==> src/hw/fcs_pkg.sv <==
// constants shared by the flash checksum scanner
package fcs_pkg;
    localparam logic [15:0] CRC_PRESET = 16'hFFFF;
    localparam logic [15:0] CRC_POLY = 16'h1021;
    localparam int ADDR_W = 14;
    localparam logic [13:0] FLASH_LAST = 14'h3FFF;
    // section select codes
    localparam logic [1:0] SRC_APP_BOOT = 2'h0;
    localparam logic [1:0] SRC_BOOT = 2'h1;
    localparam logic [1:0] SRC_FULL = 2'h2;
    // mode codes
    localparam logic [1:0] MODE_PRIORITY = 2'h0;
    localparam logic [1:0] MODE_SINGLE_BG = 2'h2;
    localparam logic [1:0] MODE_CONT_BG = 2'h3;
    // control field positions and reset values
    localparam int SCAN_CONTROL_A_ENABLE_BIT = 0;
    localparam int SCAN_CONTROL_A_FAIL_INTERRUPT_ENABLE_BIT = 1;
    localparam int SCAN_CONTROL_A_RESET_BIT = 7;
    localparam logic [1:0] MODE_RESET = 2'h0;
    localparam logic [1:0] SRC_RESET = 2'h0;
    typedef enum logic [1:0] {FCS_IDLE, FCS_SCAN, FCS_CHECK} fcs_state_t;
endpackage : fcs_pkg

==> src/hw/fcs_crc_step.sv <==
// one byte step of the ccitt checksum, msb first
`timescale 1ns/10ps
module fcs_crc_step (
    // running value and byte
    input wire logic [15:0] crc_in,
    input wire logic [7:0] data_in,
    // updated value
    output logic [15:0] crc_out
);
    logic [15:0] stage [0:8];
    assign stage[0] = crc_in;
    genvar i;
    generate
        for (i = 0; i < 8; i = i + 1) begin : g_bit
            assign stage[i+1] = (stage[i][15] ^ data_in[7-i]) ?
                ({stage[i][14:0], 1'b0} ^ fcs_pkg::CRC_POLY) : {stage[i][14:0], 1'b0};
        end
    endgenerate
    assign crc_out = stage[8];
endmodule : fcs_crc_step

==> src/hw/fcs_scanner.sv <==
// flash checksum scanner control, section walk and debugger handling
//
// Summary of operation
// - ccitt sixteen bit polynomial checksum
// - preset checksum to all ones
// - bytes from zero, msb first
// - pass when trailing checksum bytes match
// - full, boot, or boot plus application
// - set pass bit on match
// - request nmi on mismatch when enabled
// - pause while cpu sleeps
// - debugger access disables the scanner
// - restart on debug register access, disconnect
// - busy stays one while held
// - debugger status copies without disabling
// - debugger busy zero aborts check
// - debugger busy one schedules single check
// - busy locks mode, source, nmi enable
// - debugger pass zero triggers nmi
// - after nmi reject all writes
// - debugger pass one reads one idle
// - debugger control writes match cpu writes
// - enable write starts check, stays set
// - priority stalls cpu, background yields
// - failure clears pass bit
// - reset strobe clears registers except nmi enable next cycle
`timescale 1ns/10ps
module fcs_scanner (
    // clock and reset
    input wire logic ref_clk,
    input wire logic rst,
    // section bounds (last byte address)
    input wire logic [13:0] boot_last,
    input wire logic [13:0] app_last,
    // cpu and debugger control writes
    input wire logic cpu_ctrl_a_we,
    input wire logic dbg_ctrl_a_we,
    input wire logic [7:0] scan_control_a_wdata,
    input wire logic cpu_setting_we,
    input wire logic dbg_setting_we,
    input wire logic [7:0] scan_mode_source_setting_wdata,
    // debugger status writes
    input wire logic dbg_busy_we,
    input wire logic dbg_busy_wdata,
    input wire logic dbg_pass_we,
    input wire logic dbg_pass_wdata,
    // debugger activity
    input wire logic dbg_access,
    input wire logic dbg_internal_access,
    input wire logic dbg_disconnect,
    // cpu sleep
    input wire logic cpu_sleep,
    // flash read port
    output logic flash_req,
    output logic [13:0] flash_addr,
    input wire logic flash_grant,
    input wire logic [7:0] flash_rdata,
    // register views and outputs
    output logic [7:0] scan_control_a,
    output logic [7:0] scan_mode_source_setting,
    output logic status_busy,
    output logic status_pass,
    output logic dbg_status_busy,
    output logic dbg_status_pass,
    output logic cpu_stall,
    output logic nmi_req
);
    // ------------------------------------------------------------
    // state
    // ------------------------------------------------------------
    fcs_pkg::fcs_state_t state;
    fcs_pkg::fcs_state_t next_state;
    logic enable;
    logic fail_interrupt_enable;
    logic [1:0] scan_mode;
    logic [1:0] section_select;
    logic busy;
    logic pass;
    logic nmi_fired;
    logic dbg_hold;
    logic reset_pending;
    logic [15:0] crc;
    logic [15:0] crc_next_byte;
    logic [13:0] addr;
    logic [13:0] last_addr;
    logic [15:0] tail;
    logic [15:0] crc_prev;
    logic [15:0] crc_prev2;

    // ------------------------------------------------------------
    // write decode
    // ------------------------------------------------------------
    // debugger writes handled as cpu writes
    wire ctrl_a_we = cpu_ctrl_a_we | dbg_ctrl_a_we;
    wire setting_we = cpu_setting_we | dbg_setting_we;
    wire writes_ok = ~nmi_fired;
    wire a_write = ctrl_a_we & writes_ok;
    // an armed interrupt keeps the strobe from cutting a running check
    wire reset_strobe_ok = ~fail_interrupt_enable | ~busy;
    wire reset_req = a_write & scan_control_a_wdata[fcs_pkg::SCAN_CONTROL_A_RESET_BIT] & reset_strobe_ok;
    wire enable_wr = a_write & ~scan_control_a_wdata[fcs_pkg::SCAN_CONTROL_A_RESET_BIT];
    wire start_cpu = enable_wr & scan_control_a_wdata[fcs_pkg::SCAN_CONTROL_A_ENABLE_BIT];
    // rewrite during a check starts over
    wire rewrite_start = start_cpu & (state != fcs_pkg::FCS_IDLE);
    // debugger busy write schedules single check
    wire start_dbg = dbg_busy_we & dbg_busy_wdata & writes_ok & ~busy;
    wire abort_dbg = dbg_busy_we & ~dbg_busy_wdata & writes_ok;
    wire dbg_release = dbg_internal_access | dbg_disconnect;
    wire dbg_restart = dbg_hold & dbg_release;
    // either restart sends the walk back to byte zero
    wire walk_restart = dbg_restart | rewrite_start;
    wire setting_ok = setting_we & writes_ok & ~busy;
    wire fail_interrupt_enable_set = enable_wr & ~busy & scan_control_a_wdata[fcs_pkg::SCAN_CONTROL_A_FAIL_INTERRUPT_ENABLE_BIT];
    wire paused = cpu_sleep | dbg_hold;
    wire is_cont = scan_mode == fcs_pkg::MODE_CONT_BG;
    // a grant that lands while paused is dropped and asked for again
    wire byte_taken = (state == fcs_pkg::FCS_SCAN) & flash_grant & ~paused;
    wire at_last = addr == last_addr;
    // trailing bytes against checksum of the bytes before them
    wire crc_match = tail == crc_prev2;
    wire check_done = state == fcs_pkg::FCS_CHECK;
    // debugger pass zero counts as failure
    wire dbg_fail = dbg_pass_we & ~dbg_pass_wdata & writes_ok;
    wire fail_event = (check_done & ~crc_match) | dbg_fail;

    assign last_addr = (section_select == fcs_pkg::SRC_BOOT) ? boot_last :
        (section_select == fcs_pkg::SRC_FULL) ? fcs_pkg::FLASH_LAST : app_last;

    fcs_crc_step u_step (
        .crc_in(crc),
        .data_in(flash_rdata),
        .crc_out(crc_next_byte)
    );

    // ------------------------------------------------------------
    // sequencer
    // ------------------------------------------------------------
    // next state of the section walk
    always_comb begin
        next_state = state;
        case (state)
            fcs_pkg::FCS_IDLE: begin
                if ((start_cpu | start_dbg) & ~reset_req)
                    next_state = fcs_pkg::FCS_SCAN;
            end
            fcs_pkg::FCS_SCAN: begin
                if (byte_taken & at_last)
                    next_state = fcs_pkg::FCS_CHECK;
            end
            fcs_pkg::FCS_CHECK: begin
                if (crc_match & is_cont & enable)
                    next_state = fcs_pkg::FCS_SCAN;
                else
                    next_state = fcs_pkg::FCS_IDLE;
            end
            default: next_state = fcs_pkg::FCS_IDLE;
        endcase
        // rewrite keeps scanning from byte zero
        if (rewrite_start)
            next_state = fcs_pkg::FCS_SCAN;
        if (reset_pending | abort_dbg)
            next_state = fcs_pkg::FCS_IDLE;
    end

    // state register
    always_ff @(posedge ref_clk) begin
        if (rst)
            state <= fcs_pkg::FCS_IDLE;
        else
            state <= next_state;
    end

    // ------------------------------------------------------------
    // address and checksum
    // ------------------------------------------------------------
    // walk address and running checksum
    always_ff @(posedge ref_clk) begin
        if (rst) begin
            addr <= '0;
            crc <= fcs_pkg::CRC_PRESET;
            crc_prev <= fcs_pkg::CRC_PRESET;
            crc_prev2 <= fcs_pkg::CRC_PRESET;
            tail <= '0;
        end else if (state != fcs_pkg::FCS_SCAN || walk_restart) begin
            // start at byte zero
            // a restart drops the partial checksum along with the address
            addr <= '0;
            crc <= fcs_pkg::CRC_PRESET;
            crc_prev <= fcs_pkg::CRC_PRESET;
            crc_prev2 <= fcs_pkg::CRC_PRESET;
        end else if (byte_taken) begin
            addr <= addr + 14'h0001;
            crc <= crc_next_byte;
            // two bytes behind is the checksum the tail is held against
            crc_prev <= crc;
            crc_prev2 <= crc_prev;
            tail <= {tail[7:0], flash_rdata};
        end
    end

    // ------------------------------------------------------------
    // debugger hold and restart
    // ------------------------------------------------------------
    // hold on access, internal reads leave it running
    // an access in the same cycle as a release keeps the hold
    always_ff @(posedge ref_clk) begin
        if (rst)
            dbg_hold <= 1'b0;
        else if (dbg_access)
            dbg_hold <= 1'b1;
        else if (dbg_release)
            dbg_hold <= 1'b0;
    end

    // ------------------------------------------------------------
    // control and status registers
    // ------------------------------------------------------------
    // reset strobe clears registers except nmi enable next cycle
    always_ff @(posedge ref_clk) begin
        if (rst)
            reset_pending <= 1'b0;
        else
            reset_pending <= reset_req;
    end

    // enable and settings
    always_ff @(posedge ref_clk) begin
        if (rst || reset_pending) begin
            enable <= 1'b0;
            scan_mode <= fcs_pkg::MODE_RESET;
            section_select <= fcs_pkg::SRC_RESET;
        end else begin
            // enable stays set after completion
            // a zero lets a continuous walk finish its section, then stop
            if (enable_wr)
                enable <= scan_control_a_wdata[fcs_pkg::SCAN_CONTROL_A_ENABLE_BIT];
            if (setting_ok) begin
                scan_mode <= scan_mode_source_setting_wdata[5:4];
                section_select <= scan_mode_source_setting_wdata[1:0];
            end
        end
    end

    // nmi enable cleared only by system reset
    always_ff @(posedge ref_clk) begin
        if (rst)
            fail_interrupt_enable <= 1'b0;
        else if (fail_interrupt_enable_set)
            fail_interrupt_enable <= 1'b1;
    end

    // busy and pass flags
    always_ff @(posedge ref_clk) begin
        if (rst || reset_pending) begin
            busy <= 1'b0;
            pass <= 1'b0;
        end else begin
            // busy holds while debugger pauses
            // busy follows the next state so it rises with the start write
            busy <= (next_state != fcs_pkg::FCS_IDLE);
            if (fail_event) begin
                pass <= 1'b0;
            end else if (check_done) begin
                pass <= 1'b1;
            end else if (dbg_pass_we & dbg_pass_wdata & writes_ok & ~busy) begin
                pass <= 1'b1;
            end else if (state == fcs_pkg::FCS_IDLE && next_state == fcs_pkg::FCS_SCAN) begin
                pass <= 1'b0;
            end
        end
    end

    // sticky nmi on failure when enabled
    // only system reset lowers the request once raised
    always_ff @(posedge ref_clk) begin
        if (rst)
            nmi_fired <= 1'b0;
        else if (fail_event & fail_interrupt_enable)
            nmi_fired <= 1'b1;
    end

    // ------------------------------------------------------------
    // output registers
    // ------------------------------------------------------------
    // priority stalls cpu, background yields
    wire next_stall = (next_state == fcs_pkg::FCS_SCAN) &
        (scan_mode == fcs_pkg::MODE_PRIORITY) & ~paused;
    // the final grant drops the request so nothing past the section is read
    wire next_req = (next_state == fcs_pkg::FCS_SCAN) & ~paused & ~(byte_taken & at_last);
    wire [13:0] next_addr = byte_taken ? addr + 14'h0001 : addr;

    always_ff @(posedge ref_clk) begin
        if (rst) begin
            flash_req <= 1'b0;
            flash_addr <= '0;
            cpu_stall <= 1'b0;
            nmi_req <= 1'b0;
        end else begin
            flash_req <= next_req & ~walk_restart;
            // address stands still while the walk is paused
            if (!paused)
                flash_addr <= (state == fcs_pkg::FCS_SCAN && !walk_restart) ?
                    next_addr : 14'h0000;
            cpu_stall <= next_stall;
            nmi_req <= nmi_fired | (fail_event & fail_interrupt_enable);
        end
    end

    // synchronized status copies for the debugger
    always_ff @(posedge ref_clk) begin
        if (rst) begin
            scan_control_a <= 8'h00;
            scan_mode_source_setting <= 8'h00;
            status_busy <= 1'b0;
            status_pass <= 1'b0;
            dbg_status_busy <= 1'b0;
            dbg_status_pass <= 1'b0;
        end else begin
            scan_control_a <= {6'h00, fail_interrupt_enable, enable};
            scan_mode_source_setting <= {2'h0, scan_mode, 2'h0, section_select};
            status_busy <= busy;
            status_pass <= pass;
            dbg_status_busy <= busy;
            dbg_status_pass <= pass;
        end
    end
endmodule : fcs_scanner

==> config.mk <==
export PLATFORM = sky130hd
export DESIGN_NAME = fcs_scanner
export DESIGN_NICKNAME = d
export VERILOG_FILES = /design/src/hw/fcs_pkg.sv /design/src/hw/fcs_crc_step.sv /design/src/hw/fcs_scanner.sv
export SDC_FILE = /design/constraint.sdc
export NUM_CORES = 1
export LEC_CHECK = 0
export BUFFER_PORTS_ARGS = -buffer_cell sky130_fd_sc_hd__buf_2
export CAP_MARGIN = 20
export CORE_MARGIN = 5
export CORE_UTILIZATION = 51
export DETAILED_ROUTE_END_ITERATION = 10
export HOLD_SLACK_MARGIN = 0.03
export PLACE_DENSITY = 0.72
export SLEW_MARGIN = 30
export SYNTH_ARGS = -nofsm -noshare
export SYNTH_HDL_FRONTEND = slang
export SYNTH_HIERARCHICAL = 1
export SYNTH_SLANG_ARGS = --single-unit
==> constraint.sdc <==
create_clock -name ref_clk -period 2.3 [get_ports ref_clk]
set_input_delay 0 -clock ref_clk [delete_from_list [all_inputs] [get_ports ref_clk]]
set_output_delay 0 -clock ref_clk [all_outputs]
set_load 0.01 [all_outputs]
==> results.py, run 1 <==
metrics = {
    "sta": {
        "setup_viol": 0,
        "worst_slew_pin_slew_ps": 607,
        "period_share": 0.927,
        "relSlewSlack": 0.594,
        "fin_hold_ws_ps": 59.4,
        "slew_violations": 0,
        "final_hold_viol_count": 0,
        "rsz0062_at_grt": "no",
        "fmax_mhz": 469,
        "finalClockSkew_ps": 8.08,
        "min_period_ps": 2130,
        "fin_tns_setup_ps": 0,
    },
    "placement": {
        "dp.cells": 796,
        "dp_hpwl_um": 8180,
        "port_buffers": 84,
        "placed_cell_area_um2": 5890,
        "gp_congestion": 0.836,
    },
    "pwr": {
        "ir_worst_vdd_uv": 483,
        "power_density_nw_per_um2": 788,
        "p_leak_nw": 3.01,
    },
    "route": {
        "firstDrtPassIters": 4,
        "drc": 0,
        "wl_per_cell_um": 14.4,
        "vias": 4347,
        "dr.first_iter.drc_count": 245,
        "drtAntennaViolNets": 0,
        "wl_um": 12300,
        "vias_per_cell": 5.08,
    },
    "global_routing": {
        "grt_pass1_wl_um": 20600,
        "antenna_found_initial": 0,
        "overflow": 0,
        "grt_usage": 0.196,
        "grt_pass1_vias": 4402,
        "grt_max_degree": 49,
    },
    "synth": {
        "syn_area_um2": 5420,
        "yosysTopAreaCell": "dfxtp_1",
        "synth_top_area_frac": 0.429,
        "ys_types": 56,
        "ys_warn_count": 6,
        "yosysSeqAreaShare": 0.429,
        "syn_avg_cell_area_um2": 8.98,
        "synth_area_leaders": "dfxtp_1, nand2_1, xor2_1, nand3_1, mux2i_1",
        "syn-instance-count": 603,
        "async_flop_share": 0,
        "synth_ff_type": "dfxtp_1",
        "ys_ff_latch": 116,
        "synth_edf_count": 0,
    },
    "floorplan": {
        "row_count": 37,
        "die_width_um": 113,
        "die_height_um": 113,
        "die_area_um2": 12800,
        "coreArea_um2": 10300,
        "pin_count": 104,
        "start_util": 0.525,
    },
    "setup_path": {
        "crit_chain": "buf_12 -> mux2_2 -> o21ai_1 -> xnor2_1 -> nand4_1 -> nor4_4 -> and3b_1",
        "cpMaxStageDelayCell": "nor4_4",
        "rrSetupSlack_ps": 170,
        "cpPeakStageDelay_ps": 400,
        "worst-path-buf-inv": 1,
        "worst_ep_required_time_ps": 2740,
        "cp_max_fo": 28,
        "cp-end-kind": "flip-flop",
        "worstPathArrival_ps": 2570,
        "critical_path_class": "flip-flop to flip-flop",
        "cp_top_family": "simple AND/OR/NAND/NOR gates",
        "critPathLaunchType": "flip-flop",
    },
    "finish": {
        "final_common_cell": "nand2_1",
        "postLayoutCellArea_um2": 6830,
        "fin_cells": 855,
        "diodes": 0,
        "fill_cells": 789,
        "layout-drive-gt1-share": 0.203,
        "area_growth_pct": 26.1,
        "nets": 775,
        "layout_common_cells": "nand2_1, dfxtp_1, buf_2",
        "finalCoreUtilization": 0.662,
    },
    "clock_tree": {
        "cts_sinks": 116,
        "cts_setup_buffers": 0,
        "clk_pin_slew_ps": 60,
        "htreeDepth": 4,
        "cts_tree": "done",
        "cts_root_buf": "clkbuf_8",
        "clk_latency_ps": 500,
        "cts_max_path_buffers": 2,
        "cts_made_buffers": 17,
    },
    "run": {
        "drv_cap": 0,
    },
    "min_path": {
        "hp-class": "input port to flip-flop",
    },
    "status": {
        "outcome": "finished, final reports clean",
    },
}
where the power goes:
part	switching (W)	internal [W]	total, W	leakage, nW
sequential	0.0000174	0.00203	0.00205	0.939
combinational	0.000205	0.000218	0.000423	1.75
clock	0.000885	0.00202	0.00291	0.318
total	0.00111	0.00428	0.00538	3.01
layer usage:
| layer | part of all wire | vias up | GRT usage |
|---|---|---|---|
| met5 | 0 | - | 0 |
| met4 | 0.0092 | 0 | 0.0673 |
| li1 | - | 2208 | - |
| met1 | 0.43 | 2030 | 0.243 |
| met3 | 0.057 | 10 | 0.0417 |
| met2 | 0.50 | 99 | 0.336 |
logic make-up (layout without fill, tap and decap cells):
logic type                 count (synthesis)  count (layout)  share of synthesized area
DFF                                      116             116                      0.429
AOI/OAI and AO/OA                         45              45                     0.0490
muxes                                     36              36                     0.0739
other                                      1              10                   0.000692
xor gates and xnor gates                  66              66                      0.142
adders and majority gates                  1               1                    0.00231
and+or+nand+nor                          291             291                      0.256
buffers and inverters                     47             154                     0.0483
cell type report:
class / instances / area [µm²] / share of cell area
Timing Repair Buffer: 119 / 791 / 0.116
Clock buffer: 21 / 449 / 0.0658
Clock inverter: 10 / 203 / 0.0297
Inverter: 4 / 15.0 / 0.00220
Sequential cell: 116 / 2320 / 0.340
Multi-Input combinational cell: 449 / 2880 / 0.422
Tap cell: 136 / 170 / 0.0249
worst paths after layout:
| path | from | end | depth (start not counted) |
|---|---|---|---|
| setup reg to reg | section_select[0] | state[1] | 7 |
| hold / removal | dbg_busy_wdata | busy | 4 |
| setup / recovery | section_select[0] | state[1] | 7 |
| hold reg to reg | flash_addr[12] | flash_addr[12] | 2 |
what timing repair did:
item | in CTS | in global routing
endpoints found under the setup margin | 0 | 1
endpoints found under the hold margin | 28 | 0
hold buffers | 28 | 0
gates resized for setup | 0 | 1
per-stage QoR:
step	setup WS (ps)	power, W
2_1_floorplan	499	0.00237
3_3_place_gp	241	0.00246
3_5_place_dp	169	0.00247
4_1_cts	145	0.00541
5_1_grt	2.81	0.00556
6_report	169	0.00538
synth_stat cells (all sizes together) (3+ instances only):
| library cell | count |
|---|---|
| nand3b | 13 |
| nor3 | 5 |
| nand3 | 56 |
| a21oi | 5 |
| mux2 | 14 |
| xnor2 | 21 |
| dfxtp | 116 |
| clkbuf | 16 |
| xor3 | 4 |
| nor2b | 9 |
| nand4 | 7 |
| inv | 4 |
| or2 | 4 |
| nand2 | 122 |
| nor2 | 58 |
| buf | 27 |
| o22ai | 3 |
| xnor3 | 5 |
| mux2i | 22 |
| xor2 | 36 |
| o21ai | 25 |
| nor4 | 8 |
state kept, by name, summed over array words and instances, names as in the netlist, 2 cells and up:
name,count
tail,16
crc_prev2,16
scan_mode_source_setting,4
crc,16
crc_prev,16
section_select,2
flash_addr,14
scan_mode,2
scan_control_a,2
state,2
addr,14
worst register-to-register path, cell delays in order (launching register included):
cell and delay (ps):
dfxtp_1 380, buf_12 200, mux2_2 360, o21ai_1 160
xnor2_1 140, nand4_1 240, nor4_4 400, and3b_1 210
Note: power is estimated with default switching activity, not from simulation.
==> inputs of run 2 (changes only) <==
--- a/config.mk
+++ b/config.mk
@@ -11,7 +11,8 @@
 export CORE_UTILIZATION = 51
 export DETAILED_ROUTE_END_ITERATION = 10
 export HOLD_SLACK_MARGIN = 0.03
-export PLACE_DENSITY = 0.72
+export PLACE_DENSITY = 0.74
+export RECOVER_POWER = 50
 export SLEW_MARGIN = 30
 export SYNTH_ARGS = -nofsm -noshare
 export SYNTH_HDL_FRONTEND = slang
==> results.py, run 2 (synthesis gave the netlist of run 1 again) <==
metrics = {
    "global_routing": {
        "overflow": 0,
        "antenna_found_initial": 0,
        "grt_pass1_vias": 4348,
        "grt_usage": 0.197,
        "grt_pass1_wl_um": 20800,
        "grt_max_degree": 49,
    },
    "floorplan": {
        "start_util": 0.525,
        "pin_count": 104,
        "row_count": 37,
        "die_width_um": 113,
        "coreArea_um2": 10300,
        "die_height_um": 113,
        "die_area_um2": 12800,
    },
    "pwr": {
        "p_leak_nw": 2.87,
        "power_density_nw_per_um2": 770,
        "ir_worst_vdd_uv": 456,
    },
    "route": {
        "dr.first_iter.drc_count": 242,
        "wl_per_cell_um": 14.2,
        "drtAntennaViolNets": 0,
        "drc": 0,
        "vias_per_cell": 5.10,
        "vias": 4371,
        "firstDrtPassIters": 5,
        "wl_um": 12200,
    },
    "run": {
        "drv_cap": 0,
    },
    "finish": {
        "diodes": 0,
        "layout-drive-gt1-share": 0.164,
        "finalCoreUtilization": 0.655,
        "final_common_cell": "nand2_1",
        "nets": 776,
        "layout_common_cells": "nand2_1, dfxtp_1, nor2_1",
        "area_growth_pct": 24.8,
    },
    "sta": {
        "rsz0062_at_grt": "no",
        "period_share": 0.932,
        "finalClockSkew_ps": 7.74,
        "worst_slew_pin_slew_ps": 664,
        "fmax_mhz": 466,
        "relSlewSlack": 0.556,
        "slew_violations": 0,
        "setup_viol": 0,
        "final_hold_viol_count": 0,
        "fin_hold_ws_ps": 65.8,
        "min_period_ps": 2140,
        "fin_tns_setup_ps": 0,
    },
    "setup_path": {
        "cp-end-kind": "flip-flop",
        "crit_chain": "buf_12 -> mux2_1 -> o21ai_0 -> xor2_1 -> nand4_1 -> nor4_2 -> and3b_1",
        "critPathLaunchType": "flip-flop",
        "worst_ep_required_time_ps": 2750,
        "cpPeakStageDelay_ps": 390,
        "cp_top_family": "simple AND/OR/NAND/NOR gates",
        "worstPathArrival_ps": 2590,
        "cpMaxStageDelayCell": "nor4_2",
        "cp_max_fo": 29,
        "worst-path-buf-inv": 1,
        "critical_path_class": "flip-flop to flip-flop",
    },
    "placement": {
        "dp_hpwl_um": 8260,
        "gp_congestion": 0.800,
        "port_buffers": 84,
    },
    "clock_tree": {
        "cts_sinks": 116,
        "cts_made_buffers": 17,
        "clk_pin_slew_ps": 60,
        "cts_tree": "done",
        "cts_max_path_buffers": 2,
        "clk_latency_ps": 500,
        "cts_root_buf": "clkbuf_8",
        "htreeDepth": 4,
    },
    "min_path": {
        "hp-class": "input port to flip-flop",
    },
    "status": {
        "outcome": "finished, final reports clean",
    },
}
==> run 2: worst reg2reg max path, cell delays in order (launching register included) <==
cell and delay (ps):
dfxtp_1 350, buf_12 190, mux2_1 350, o21ai_0 270, xor2_1 180, nand4_1 150, nor4_2 390, and3b_1 210
==> run 2: worst paths after layout <==
path / start / to / slack [ps] / cells after the start
max: section_select[0] / state[1] / 160 / 7
max reg2reg: section_select[0] / state[1] / 160 / 7
min: dbg_busy_wdata / state[1] / 70 / 4
min reg2reg: flash_addr[12] / flash_addr[12] / 460 / 2
==> run 2: metal layers <==
metal / global-route usage / share of wire / up-vias
met1: 0.248 / 0.43 / 2053
met4: 0.0449 / 0.0065 / 0
li1: - / - / 2214
met3: 0.0487 / 0.052 / 6
met2: 0.343 / 0.51 / 98
met5: 0 / 0 / -
==> run 2: timing repair <==
| item | CTS | global route |
|---|---|---|
| setup buffers | 0 | 0 |
| endpoints found under the setup margin | 0 | 0 |
| endpoints found under the hold margin | 40 | 0 |
| hold buffers | 30 | 0 |
| resized for setup | 0 | 0 |
==> run 2: metrics by stage <==
step | setup WS (ps) | instance area [µm²] | cells | power (W)
floorplan | 499 | 5450 | 612 | 0.00237
detailed placement | 202 | 5870 | 795 | 0.00247
global route | 29.9 | 6760 | 857 | 0.00539
global placement | 238 | 5870 | 795 | 0.00246
finish | 156 | 6760 | 857 | 0.00521
CTS | 123 | 6800 | 857 | 0.00524
==> run 2: final cells by class <==
cell class              instances  area [µm²]
fillers                       822        3560
multi-input cells             449        2870
flip-flops and latches        116        2320
repair buffers                120         756
clock buffers                  20         445
clock inverters                12         178
well taps                     136         170
inverters                       4        15.0
==> run 2: where the power goes <==
group / leakage, nW / internal (W) / switching [W]
Combinational: 1.62 / 0.000215 / 0.000203
Sequential: 0.939 / 0.00203 / 0.0000172
Clock: 0.305 / 0.00182 / 0.000919
